## src/shared/err_detect_pkg.sv

```systemverilog
`default_nettype none
package err_detect_pkg;

    localparam int            SEQ_W            = 12;
    localparam int            DATA_W           = 64;
    localparam int            CPL_ERR_W        = 1;
    localparam int            CPL_TIMEOUT_BIT  = 0;
    localparam int            CMD_MEM_EN_BIT   = 1;
    localparam logic [11:0]   CMD_REG_OFFSET   = 12'h004;
    localparam int            REPLAY_NUM_W     = 2;
    localparam logic [1:0]    REPLAY_NUM_RST   = 2'h0;
    localparam logic [1:0]    REPLAY_NUM_LAST  = 2'h3;
    localparam logic [2:0]    CPL_STATUS_UR    = 3'h1;
    localparam logic [SEQ_W-1:0] SEQ_ONE       = 12'h001;

    typedef enum logic [2:0] {
        TLP_MEM,
        TLP_IO,
        TLP_CFG0,
        TLP_CFG1,
        TLP_CPL,
        TLP_MSG
    } tlp_kind_t;

    typedef struct packed {
        tlp_kind_t   kind;
        logic        wr;
        logic        locked;
        logic        addr64;
        logic [31:0] addr_hi;
        logic        bar_hit;
        logic [2:0]  func;
        logic [15:0] req_id;
        logic [7:0]  tag;
        logic        poisoned;
        logic        msg_ok;
        logic        non_posted;
    } tlp_hdr_t;

    typedef struct packed {
        logic [15:0] own_id;
        logic [7:0]  func_present;
        logic [15:0] command;
        logic        native_ep;
    } cfg_t;

    typedef struct packed {
        logic             lcrc_fail;
        logic             seq_err;
        logic             dllp_crc_fail;
        logic             replay_timeout;
        logic             replay_start;
        logic             ack_progress;
        logic             acknak_valid;
        logic [SEQ_W-1:0] acknowledged_sequence_number;
    } dll_evt_t;

    typedef struct packed {
        logic bad_tlp;
        logic bad_dllp;
        logic replay_timer;
        logic replay_rollover;
        logic dll_protocol;
        logic poisoned;
        logic unsupported;
        logic cpl_timeout;
    } err_t;

    typedef struct packed {
        logic corr;
        logic nonfatal;
        logic fatal;
    } sev_t;

    typedef struct packed {
        logic [15:0] req_id;
        logic [7:0]  tag;
        logic [2:0]  status;
    } cpl_req_t;

    localparam err_t     ERR_RST = '0;
    localparam sev_t     SEV_RST = '0;
    localparam cpl_req_t CPL_RST = '0;

endpackage
`default_nettype wire

```

## src/rtl/tlp_ur_screen.sv

```systemverilog
`timescale 1ns/1ps
`default_nettype none
module tlp_ur_screen
    import err_detect_pkg::*;
(
    input  wire err_detect_pkg::tlp_hdr_t hdr,
    input  wire err_detect_pkg::cfg_t     cfg,
    output logic                          ur
);

    logic mem_ur;

    always_comb begin
        mem_ur = (hdr.locked && !hdr.wr && cfg.native_ep)
               || (hdr.addr64 && hdr.addr_hi == 32'h0000_0000)
               || !hdr.bar_hit
               || !cfg.command[CMD_MEM_EN_BIT];
        unique case (hdr.kind)
            TLP_CFG0: begin
                ur = !cfg.func_present[hdr.func]
                   || (hdr.wr && hdr.poisoned);
            end
            TLP_CFG1: begin
                ur = 1'b1;
            end
            TLP_MSG: begin
                ur = !hdr.msg_ok;
            end
            TLP_CPL: begin
                ur = (hdr.req_id != cfg.own_id)
                   || (hdr.locked && cfg.native_ep);
            end
            TLP_MEM: begin
                ur = mem_ur;
            end
            TLP_IO: begin
                ur = !hdr.bar_hit;
            end
            // Undefined kind codes are never trusted
            default: begin
                ur = 1'b1;
            end
        endcase
    end

endmodule
`default_nettype wire

```

## src/rtl/ur_cpl_gen.sv

```systemverilog
`timescale 1ns/1ps
`default_nettype none
module ur_cpl_gen
    import err_detect_pkg::*;
(
    input  wire logic                       clk_sys,
    input  wire logic                       rst_n,
    input  wire logic                       launch,
    input  wire logic [15:0]                req_id,
    input  wire logic [7:0]                 tag,
    output logic                            cpl_valid,
    output err_detect_pkg::cpl_req_t        cpl,
    input  wire logic                       cpl_ready
);

    logic     valid_ff;
    logic     nxt_valid;
    cpl_req_t cpl_ff;
    cpl_req_t nxt_cpl;

    // One completion in flight; the caller holds off new packets while busy
    always_comb begin
        nxt_valid = valid_ff && !cpl_ready;
        nxt_cpl   = cpl_ff;
        if (launch) begin
            nxt_valid      = 1'b1;
            nxt_cpl.req_id = req_id;
            nxt_cpl.tag    = tag;
            nxt_cpl.status = CPL_STATUS_UR;
        end
    end

    always_ff @(posedge clk_sys) begin
        if (!rst_n) begin
            valid_ff <= 1'b0;
            cpl_ff   <= CPL_RST;
        end else begin
            valid_ff <= nxt_valid;
            cpl_ff   <= nxt_cpl;
        end
    end

    assign cpl_valid = valid_ff;
    assign cpl       = cpl_ff;

endmodule
`default_nettype wire

```

## src/rtl/pcie_dll_tl_error_detect.sv

```systemverilog
// How it works
// - Received TLP with LCRC failure or sequence error pulses correctable bad-TLP.
// - Received DLLP with CRC failure pulses correctable bad-DLLP.
// - Each replay timer expiry pulses correctable replay-timer error.
// - Replay attempt counter wrapping pulses correctable rollover error.
// - Ack/Nak sequence naming neither an outstanding TLP nor the last acknowledged one pulses fatal protocol error.
// - Poisoned TLP that passes screening pulses non-fatal error and is still forwarded.
// - Type 0 config to an absent function is unsupported.
// - Completion with foreign requester ID is unsupported.
// - Unsupported messages and any type 1 config are unsupported.
// - Native endpoint: locked memory reads and locked completions are unsupported.
// - 64-bit memory address with zero upper half is unsupported.
// - Memory or I/O missing every BAR is unsupported.
// - Memory request while memory space is disabled is unsupported.
// - Poisoned type 0 config write is unsupported.
// - Unsupported packets are dropped, never forwarded to the application.
// - Dropped non-posted unsupported request gets an UR completion.
// - Completion timeout on report bit 0 logs a non-fatal error.
`timescale 1ns/1ps
`default_nettype none
module pcie_dll_tl_error_detect
    import err_detect_pkg::*;
(
    input  wire logic                           clk_sys,
    input  wire logic                           rst_n,
    input  wire err_detect_pkg::cfg_t           cfg,
    input  wire err_detect_pkg::dll_evt_t       dll,
    input  wire logic [err_detect_pkg::SEQ_W-1:0] oldest_unacked_seq,
    input  wire logic [err_detect_pkg::SEQ_W-1:0] next_tx_seq,
    input  wire logic                           rx_valid,
    input  wire logic                           rx_sop,
    input  wire logic                           rx_eop,
    input  wire logic [err_detect_pkg::DATA_W-1:0] rx_data,
    input  wire err_detect_pkg::tlp_hdr_t       rx_hdr,
    output logic                                rx_ready,
    output logic                                app_valid,
    output logic                                app_sop,
    output logic                                app_eop,
    output logic [err_detect_pkg::DATA_W-1:0]   app_data,
    output err_detect_pkg::tlp_hdr_t            app_hdr,
    input  wire logic                           app_ready,
    input  wire logic [err_detect_pkg::CPL_ERR_W-1:0] cpl_err,
    output logic                                ur_cpl_valid,
    output err_detect_pkg::cpl_req_t            ur_cpl,
    input  wire logic                           ur_cpl_ready,
    output err_detect_pkg::err_t                err_pulse,
    output err_detect_pkg::sev_t                err_sev
);

    typedef enum logic [1:0] {
        RX_IDLE,
        RX_FWD,
        RX_DROP
    } rx_state_t;

    rx_state_t             state_ff;
    rx_state_t             nxt_state;
    logic                  out_valid_ff;
    logic                  nxt_out_valid;
    logic                  out_sop_ff;
    logic                  nxt_out_sop;
    logic                  out_eop_ff;
    logic                  nxt_out_eop;
    logic [DATA_W-1:0]     out_data_ff;
    logic [DATA_W-1:0]     nxt_out_data;
    tlp_hdr_t              out_hdr_ff;
    tlp_hdr_t              nxt_out_hdr;
    err_t                  err_ff;
    err_t                  nxt_err;
    sev_t                  sev_ff;
    sev_t                  nxt_sev;
    logic [REPLAY_NUM_W-1:0] replay_num_ff;
    logic [REPLAY_NUM_W-1:0] nxt_replay_num;
    logic [REPLAY_NUM_W-1:0] replay_base;
    logic                  cpl_err_q_ff;
    logic                  nxt_cpl_err_q;
    logic                  hdr_ur;
    logic                  take;
    logic                  head;
    logic                  fwd_beat;
    logic                  launch;
    logic                  cpl_busy;
    logic                  seq_ok;
    logic [SEQ_W-1:0]      outstanding;
    logic [SEQ_W-1:0]      ack_dist;

    ////////////////////////////////////////////////////////////////////////
    // Header screening and UR completion

    tlp_ur_screen u_screen (
        .hdr (rx_hdr),
        .cfg (cfg),
        .ur  (hdr_ur)
    );

    ur_cpl_gen u_cpl (
        .clk_sys   (clk_sys),
        .rst_n     (rst_n),
        .launch    (launch),
        .req_id    (rx_hdr.req_id),
        .tag       (rx_hdr.tag),
        .cpl_valid (cpl_busy),
        .cpl       (ur_cpl),
        .cpl_ready (ur_cpl_ready)
    );

    assign ur_cpl_valid = cpl_busy;

    // Stalls while a UR completion waits, so a second one is never lost
    assign rx_ready = (!out_valid_ff || app_ready) && !cpl_busy;
    assign take     = rx_valid && rx_ready;
    assign head     = take && rx_sop && state_ff == RX_IDLE;
    assign launch   = head && hdr_ur && rx_hdr.non_posted;

    ////////////////////////////////////////////////////////////////////////
    // Receive path: forward or drop whole packets

    always_comb begin
        nxt_state     = state_ff;
        nxt_out_valid = out_valid_ff && !app_ready;
        nxt_out_sop   = out_sop_ff;
        nxt_out_eop   = out_eop_ff;
        nxt_out_data  = out_data_ff;
        nxt_out_hdr   = out_hdr_ff;
        // Poisoned packets pass through; only screening failures drop
        fwd_beat = take && ((state_ff == RX_FWD) || (head && !hdr_ur));
        if (fwd_beat) begin
            nxt_out_valid = 1'b1;
            nxt_out_sop   = rx_sop;
            nxt_out_eop   = rx_eop;
            nxt_out_data  = rx_data;
            if (rx_sop) begin
                nxt_out_hdr = rx_hdr;
            end
        end
        unique case (state_ff)
            RX_IDLE: begin
                if (head && !rx_eop) begin
                    nxt_state = hdr_ur ? RX_DROP : RX_FWD;
                end
            end
            RX_FWD, RX_DROP: begin
                if (take && rx_eop) begin
                    nxt_state = RX_IDLE;
                end
            end
        endcase
    end

    always_ff @(posedge clk_sys) begin
        if (!rst_n) begin
            state_ff     <= RX_IDLE;
            out_valid_ff <= 1'b0;
            out_sop_ff   <= 1'b0;
            out_eop_ff   <= 1'b0;
            out_data_ff  <= '0;
            out_hdr_ff   <= '0;
        end else begin
            state_ff     <= nxt_state;
            out_valid_ff <= nxt_out_valid;
            out_sop_ff   <= nxt_out_sop;
            out_eop_ff   <= nxt_out_eop;
            out_data_ff  <= nxt_out_data;
            out_hdr_ff   <= nxt_out_hdr;
        end
    end

    assign app_valid = out_valid_ff;
    assign app_sop   = out_sop_ff;
    assign app_eop   = out_eop_ff;
    assign app_data  = out_data_ff;
    assign app_hdr   = out_hdr_ff;

    ////////////////////////////////////////////////////////////////////////
    // Error detection and severity

    // Duplicate acks of the last acknowledged TLP stay legal
    always_comb begin
        outstanding = SEQ_W'(next_tx_seq - oldest_unacked_seq);
        ack_dist    = SEQ_W'(next_tx_seq - SEQ_ONE - dll.acknowledged_sequence_number);
        seq_ok      = ack_dist <= outstanding;
    end

    always_comb begin
        replay_base    = dll.ack_progress ? REPLAY_NUM_RST : replay_num_ff;
        nxt_replay_num = dll.replay_start ? REPLAY_NUM_W'(replay_base + 2'h1) : replay_base;
        nxt_cpl_err_q  = cpl_err[CPL_TIMEOUT_BIT];
        nxt_err.bad_tlp         = dll.lcrc_fail || dll.seq_err;
        nxt_err.bad_dllp        = dll.dllp_crc_fail;
        nxt_err.replay_timer    = dll.replay_timeout;
        nxt_err.replay_rollover = dll.replay_start
                                && replay_base == REPLAY_NUM_LAST;
        nxt_err.dll_protocol    = dll.acknak_valid && !seq_ok;
        nxt_err.poisoned        = head && rx_hdr.poisoned && !hdr_ur;
        nxt_err.unsupported     = head && hdr_ur;
        nxt_err.cpl_timeout     = cpl_err[CPL_TIMEOUT_BIT]
                                && !cpl_err_q_ff;
        nxt_sev.corr     = nxt_err.bad_tlp || nxt_err.bad_dllp
                         || nxt_err.replay_timer || nxt_err.replay_rollover;
        nxt_sev.nonfatal = nxt_err.poisoned || nxt_err.unsupported
                         || nxt_err.cpl_timeout;
        nxt_sev.fatal    = nxt_err.dll_protocol;
    end

    always_ff @(posedge clk_sys) begin
        if (!rst_n) begin
            replay_num_ff <= REPLAY_NUM_RST;
            cpl_err_q_ff  <= 1'b0;
            err_ff        <= ERR_RST;
            sev_ff        <= SEV_RST;
        end else begin
            replay_num_ff <= nxt_replay_num;
            cpl_err_q_ff  <= nxt_cpl_err_q;
            err_ff        <= nxt_err;
            sev_ff        <= nxt_sev;
        end
    end

    assign err_pulse = err_ff;
    assign err_sev   = sev_ff;
endmodule
`default_nettype wire

```

## config.mk

```make
export PLATFORM = sky130hd
export DESIGN_NAME = pcie_dll_tl_error_detect
export DESIGN_NICKNAME = d
export VERILOG_FILES = /design/src/shared/err_detect_pkg.sv /design/src/rtl/tlp_ur_screen.sv /design/src/rtl/ur_cpl_gen.sv /design/src/rtl/pcie_dll_tl_error_detect.sv
export SDC_FILE = /design/constraint.sdc
export NUM_CORES = 1
export LEC_CHECK = 0
export ABC_CLOCK_PERIOD_IN_PS = 3400
export BUFFER_PORTS_ARGS = -buffer_cell sky130_fd_sc_hd__buf_2
export CORE_AREA = 2 2 156 158
export DETAILED_ROUTE_END_ITERATION = 16
export DIE_AREA = 0 0 158 160
export PLACE_DENSITY = 0.68
export SLEW_MARGIN = 30
export SYNTH_ARGS = -nofsm -noshare
export SYNTH_HDL_FRONTEND = slang
export SYNTH_HIERARCHICAL = 1
export SYNTH_SLANG_ARGS = --single-unit
```

## constraint.sdc

```tcl
create_clock -name clk_sys -period 3.4 [get_ports clk_sys]
set_clock_uncertainty 0.05 [all_clocks]
set_input_delay 0.34 -clock clk_sys [delete_from_list [all_inputs] [get_ports clk_sys]]
set_output_delay 0.34 -clock clk_sys [all_outputs]
set_load 0.005 [all_outputs]
```

==> impl_metrics.ini, run 1 <==
[clocking]
cts_tree = yes
h-tree-depth = 4
clk_pin_slew_ns = 0.08
cts_resized = 0
hold_buffers = 0
cts_root_buf = clkbuf_16
cts_made_buffers = 17
insertion_delay_ns = 0.43
cts_buffer_depth = 2
postCtsSetupBuffers = 0
numClockSinks = 177

[worst_setup_path]
setup.worst_path.start = rx_hdr[15]
endpoint_kind = flip-flop
arrival_ns = 2.88
path_class = in -> reg
r2r_cells = 8
required_ns = 3.72
reg2reg_from = state_ff[0]$_SDFFE_PN0P_
critPathLaunchType = primary input
crit_fanout = 65

[sta]
tightest_slew_ns = 0.894
fin_ws_ns = 0.834
rsz0062_at_grt = false
hold_viol_final = 0
post-route-period-util_pct = 75.5
fmax_mhz = 390
period_needed_ns = 2.57
relSlewSlack_pct = 40.4
slew_violations = 0
tns_ns = 0
setup_violations = 0

[placement]
place_area_mm2 = 0.0113
place_congestion = 0.865
port_buffers = 383
place_hpwl_mm = 19.6
pre_cts_ws_ns = 0.368

[min_path]
hold_depth = 2
hp-class = in -> reg
min_from = dll[18]

[drt]
drc_errors = 0
dr.pass1.iters = 4
via_per_inst = 4.75
wl_per_cell_um = 15.4
drtIter0Drc = 345
drt_wl_total_mm = 25.7
vias = 7945
postRouteAntennaNets = 0

[logic_synthesis]
synthFlopType = dfxtp_1
ys_types = 60
syn_avg_cell_area_um2 = 9.58
synth_edf_count = 0
yosysSeqAreaShare_pct = 38.0
ys_async_sr_fraction_pct = 0
syn_area_mm2 = 0.00932
yosysWarnings = 6
synth_cells = 973
ys_seq_elements = 177

[cells_and_area]
layout-drive-gt1-share_pct = 50.3
finalNetCount = 1596
area_growth_pct = 27.6
fillers = 2327
final_core_util_pct = 50.0
final_area_mm2 = 0.0119
final_common_cell = buf_2
final_cell_mix = 382 x buf_2, 177 x dfxtp_1, 165 x nand2_1, 120 x nand2_2, 119 x a21boi_2

[die]
die_area_mm2 = 0.0253
start_util_pct = 39.1
fp.dieW_um = 158
row_count = 57
die_h_um = 160
pin_count = 401
coreArea_mm2 = 0.0238

[grt]
antenna_found_initial = 4
first_global_vias = 7810
grt_pass1_wl_mm = 39.9
top_usage_layer = met2
grt_use_met2_pct = 35.5
track_usage_pct = 20.0
grtUsageMet3_pct = 6.81
grt_overflow = 0
met1_usage_pct = 22.3
grt_max_degree = 102

[power]
total_power_mw = 5.36
p_leak_nw = 5.29
irDropWorstVdd_mv = 0.266
p_per_area_mw_per_mm2 = 451

[outcome]
status = complete, no violations

[flow_run]
cap_violations = 0
[critical path, cell delays in order]
cell and delay (ns):
buf_2 0.13, xor2_1 0.14, nor4_1 0.31, nand4_1 0.20, o211ai_1 0.22, nand4_1 0.33, nor2b_4 0.27, a21o_1 0.18
and2_4 0.16, buf_12 0.34, nand2_1 0.10, a21boi_1 0.13
[final cells by class]
type | instances | area [um^2] | area share (%)
repair buffers | 393 | 2060 | 17.3
clock buffers | 17 | 425 | 3.58
well taps | 324 | 405 | 3.41
flip-flops and latches | 177 | 3540 | 29.8
multi-input cells | 708 | 5170 | 43.4
inverters | 35 | 131 | 1.10
clock inverters | 15 | 163 | 1.37
diodes | 3 | 7.51 | 0.0631
[cells in the mapped netlist (7+ instances only)]
library cell / n / area (um^2)
dfxtp_1: 177 / 3540
mux2i_1: 28 / 280
nor4_1: 13 / 81.3
clkbuf_1: 24 / 90.1
o21a_1: 9 / 67.6
xor2_1: 27 / 236
buf_12: 15 / 300
nand2_2: 120 / 751
xnor2_1: 8 / 70.1
a21boi_2: 119 / 1340
buf_4: 7 / 52.6
nand3_1: 11 / 55.1
nand2_1: 165 / 619
a21boi_1: 17 / 128
inv_1: 35 / 131
nand4_1: 7 / 43.8
nor2_1: 18 / 67.6
nor2b_1: 32 / 200
ha_1: 37 / 463
a21oi_1: 18 / 90.1
[per-layer routing]
layer	part of all wire (%)	up-vias
met3	8.7	32
met4	1.7	2
met5	0.027	-
met2	50	263
met1	40	3667
li1	-	3981
[through the flow]
stage,cells,hold slack (ns)
after floorplan,974,0.343
after global placement,1637,0.354
after detailed placement,1637,0.353
after CTS,1669,0.0548
after global routing,1672,0.0518
final,1672,0.0762
[power breakdown]
part	leakage (nW)	total, mW	switching (mW)	internal (mW)
sequential	1.44	2.24	0.0535	2.19
clock	0.287	1.97	0.977	0.990
combinational	3.57	1.16	0.629	0.527
total	5.29	5.36	1.66	3.71
[cells by family (layout without fill, tap and decap cells)]
family / after synthesis / count (layout) / share of synthesized area [%]
buf+inv: 89 / 460 / 6.79
fa+ha+maj: 39 / 39 / 5.39
xor+xnor: 35 / 35 / 3.29
simple gates: 398 / 398 / 22.1
compound gates: 204 / 204 / 20.8
other cells: 1 / 5 / 0.0402
mux: 30 / 30 / 3.57
flops: 177 / 177 / 38.0
[sequential cells by signal, summed over array words and instances (netlist names)]
| register | count |
|---|---|
| app_hdr | 69 |
| app_data | 64 |
| u_cpl/cpl | 25 |
| err_pulse | 7 |
| err_sev | 3 |
| replay_num_ff | 2 |
| state_ff | 2 |
| app_eop | 1 |
| app_sop | 1 |
| app_valid | 1 |
| cpl_err_q_ff | 1 |
| u_cpl/cpl_valid | 1 |
[final timing paths]
| path | end | slack [ns] |
|---|---|---|
| max | app_data[1]$_SDFFE_PN0P_ | 0.83 |
| min | err_pulse[7]$_SDFF_PN0_ | 0.08 |
| max reg2reg | app_data[1]$_SDFFE_PN0P_ | 1.49 |
| min reg2reg | err_pulse[0]$_SDFF_PN0_ | 0.37 |
Power figures use the tool's default switching activity.
==> inputs of run 2 (changes only) <==
- ABC_CLOCK_PERIOD_IN_PS: 3400 -> 2100
- CORE_AREA: 2 2 156 158 -> 2 2 158 160
- DIE_AREA: 0 0 158 160 -> 0 0 160 162
- PLACE_DENSITY: 0.68 -> 0.7
- clock period: 3.4 -> 2.1 ns (I/O delays scaled with it)
==> impl_metrics.ini, run 2 (same netlist as run 1, synthesis figures left out) <==
[outcome]
status = complete, but fails checks
violations = setup timing

[die]
row_count = 57
start_util_pct = 38.7
die_h_um = 162
die_area_mm2 = 0.0259
fp.dieW_um = 160
coreArea_mm2 = 0.0241
pin_count = 401

[drt]
vias = 9149
drtIter0Drc = 511
via_per_inst = 4.80
dr.pass1.iters = 5
wl_per_cell_um = 17.6
drt_wl_total_mm = 33.6
drc_errors = 0
postRouteAntennaNets = 0

[worst_setup_path]
r2r_slack_ns = 0.22
critPathLaunchType = primary input
r2r_cells = 10
endpoint_kind = flip-flop
setup.worst_path.start = rx_hdr[62]
reg2reg_from = state_ff[0]$_SDFFE_PN0P_
arrival_ns = 2.47
r2r_end = app_hdr[30]$_SDFFE_PN0P_
path_class = in -> reg
crit_fanout = 12
required_ns = 2.41

[power]
sw_frac_of_total_pct = 31.3
p_sw_mw = 3.07
irDropWorstVdd_mv = 0.537
p_per_area_mw_per_mm2 = 652
p_seq_share_pct = 37.1
combPwrFrac_pct = 28.7
pwr-share-clk_pct = 34.2
p_int_mw = 6.74
p_leak_nw = 7.10

[cells_and_area]
final_cell_mix = 373 x buf_2, 177 x dfxtp_1, 157 x nand2_1, 125 x a21boi_2, 104 x buf_4
fillers = 1943
final_common_cell = buf_2
layout-drive-gt1-share_pct = 54.1
area_growth_pct = 61.5
final_core_util_pct = 62.5
largest_reg_flops = 69
finalNetCount = 1827

[clocking]
h-tree-depth = 4
insertion_delay_ns = 0.43
cts_made_buffers = 17
clk_pin_slew_ns = 0.08
cts_buffer_depth = 2
cts_root_buf = clkbuf_16
cts_tree = yes
numClockSinks = 177

[grt]
antenna_found_initial = 6
grt_use_met2_pct = 42.0
met1_usage_pct = 26.6
track_usage_pct = 23.0
grt_max_degree = 76
top_usage_layer = met2
grtUsageMet3_pct = 5.77
grt_pass1_wl_mm = 46.9
first_global_vias = 8859
grt_overflow = 0

[placement]
place_congestion = 0.875
port_buffers = 383
pre_cts_ws_ns = -0.660
place_hpwl_mm = 22.3

[sta]
hold_slack_ns = 0.0326
post-route-period-util_pct = 103
setup_violations = 89
rsz0062_at_grt = true
fin_ws_ns = -0.0657
hold_viol_final = 0
fmax_mhz = 462
period_needed_ns = 2.17
slew_violations = 0

[min_path]
hp-class = in -> reg
hold_depth = 3
min_to = app_eop$_SDFFE_PN0P_
min_from = rx_eop

[flow_run]
cap_violations = 0
-- run 2: stage by stage --
step / instance area, um^2 / TNS, ns / cells / power [mW]
3_3_place_gp: 12500 / -89.51 / 1741 / 5.91
6_report: 15100 / -2.17 / 1905 / 9.81
4_1_cts: 14200 / -1.91 / 1874 / 9.54
5_1_grt: 15000 / -20.08 / 1902 / 10.3
2_1_floorplan: 9620 / -2.32 / 974 / 5.03
3_5_place_dp: 12500 / -100.06 / 1741 / 5.96
-- run 2: layout make-up --
cell class                      count  area (um^2)  area share, %
Multi-Input combinational cell    708         5750           38.2
Timing Repair Buffer              624         4580           30.4
Sequential cell                   177         3540           23.5
Clock buffer                       17          425           2.83
Tap cell                          324          405           2.69
Clock inverter                     15          203           1.35
Inverter                           35          139          0.922
Antenna cell                        5         12.5         0.0831
-- run 2: layer usage --
layer | vias to the layer above | routed length (um)
met1 | 4303 | 13800
met4 | 6 | 655
met5 | - | 34
met2 | 341 | 17000
met3 | 48 | 2110
li1 | 4451 | -
-- run 2: worst max path at each step --
stage | end | slack [ns] | cells after the start
6_report | app_hdr[30]$_SDFFE_PN0P_ | -0.07 | 15
5_1_grt | app_data[1]$_SDFFE_PN0P_ | -0.18 | 13
4_1_cts | app_data[9]$_SDFFE_PN0P_ | -0.07 | 12
3_5_place_dp | app_hdr[17]$_SDFFE_PN0P_ | -0.66 | 13
3_3_place_gp | app_hdr[37]$_SDFFE_PN0P_ | -0.58 | 13
2_1_floorplan | err_sev[0]$_SDFF_PN0_ | -0.16 | 14
-- run 2: repair_timing --
item,in CTS,in global routing
cloned,2,17
hold buffers,97,0
hold endpoints to repair,97,0
pin swaps,18,56
setup endpoints to repair,161,163
gates resized for setup,22,68
buffers inserted,2,10
-- run 2: critical path, stage by stage --
cell and delay [ns]:
buf_6 0.10, nor4b_4 0.33, buf_4 0.17, nand4_1 0.11, nor2_1 0.11, nand4_1 0.13, nand4_1 0.26, nor2b_4 0.07
buf_6 0.12, buf_12 0.11, o21ai_4 0.16, buf_12 0.16, clkbuf_16 0.18, nand2_1 0.08, a21boi_2 0.13
-- run 2: power by group through the flow --
stage | registers [mW] | logic (mW) | clock network, mW
after floorplan | 3.73 | 1.30 | 0
after global placement | 3.70 | 2.21 | 0
after detailed placement | 3.71 | 2.24 | 0
after CTS | 3.64 | 2.45 | 3.45
after global routing | 3.66 | 3.03 | 3.60
final | 3.64 | 2.81 | 3.36
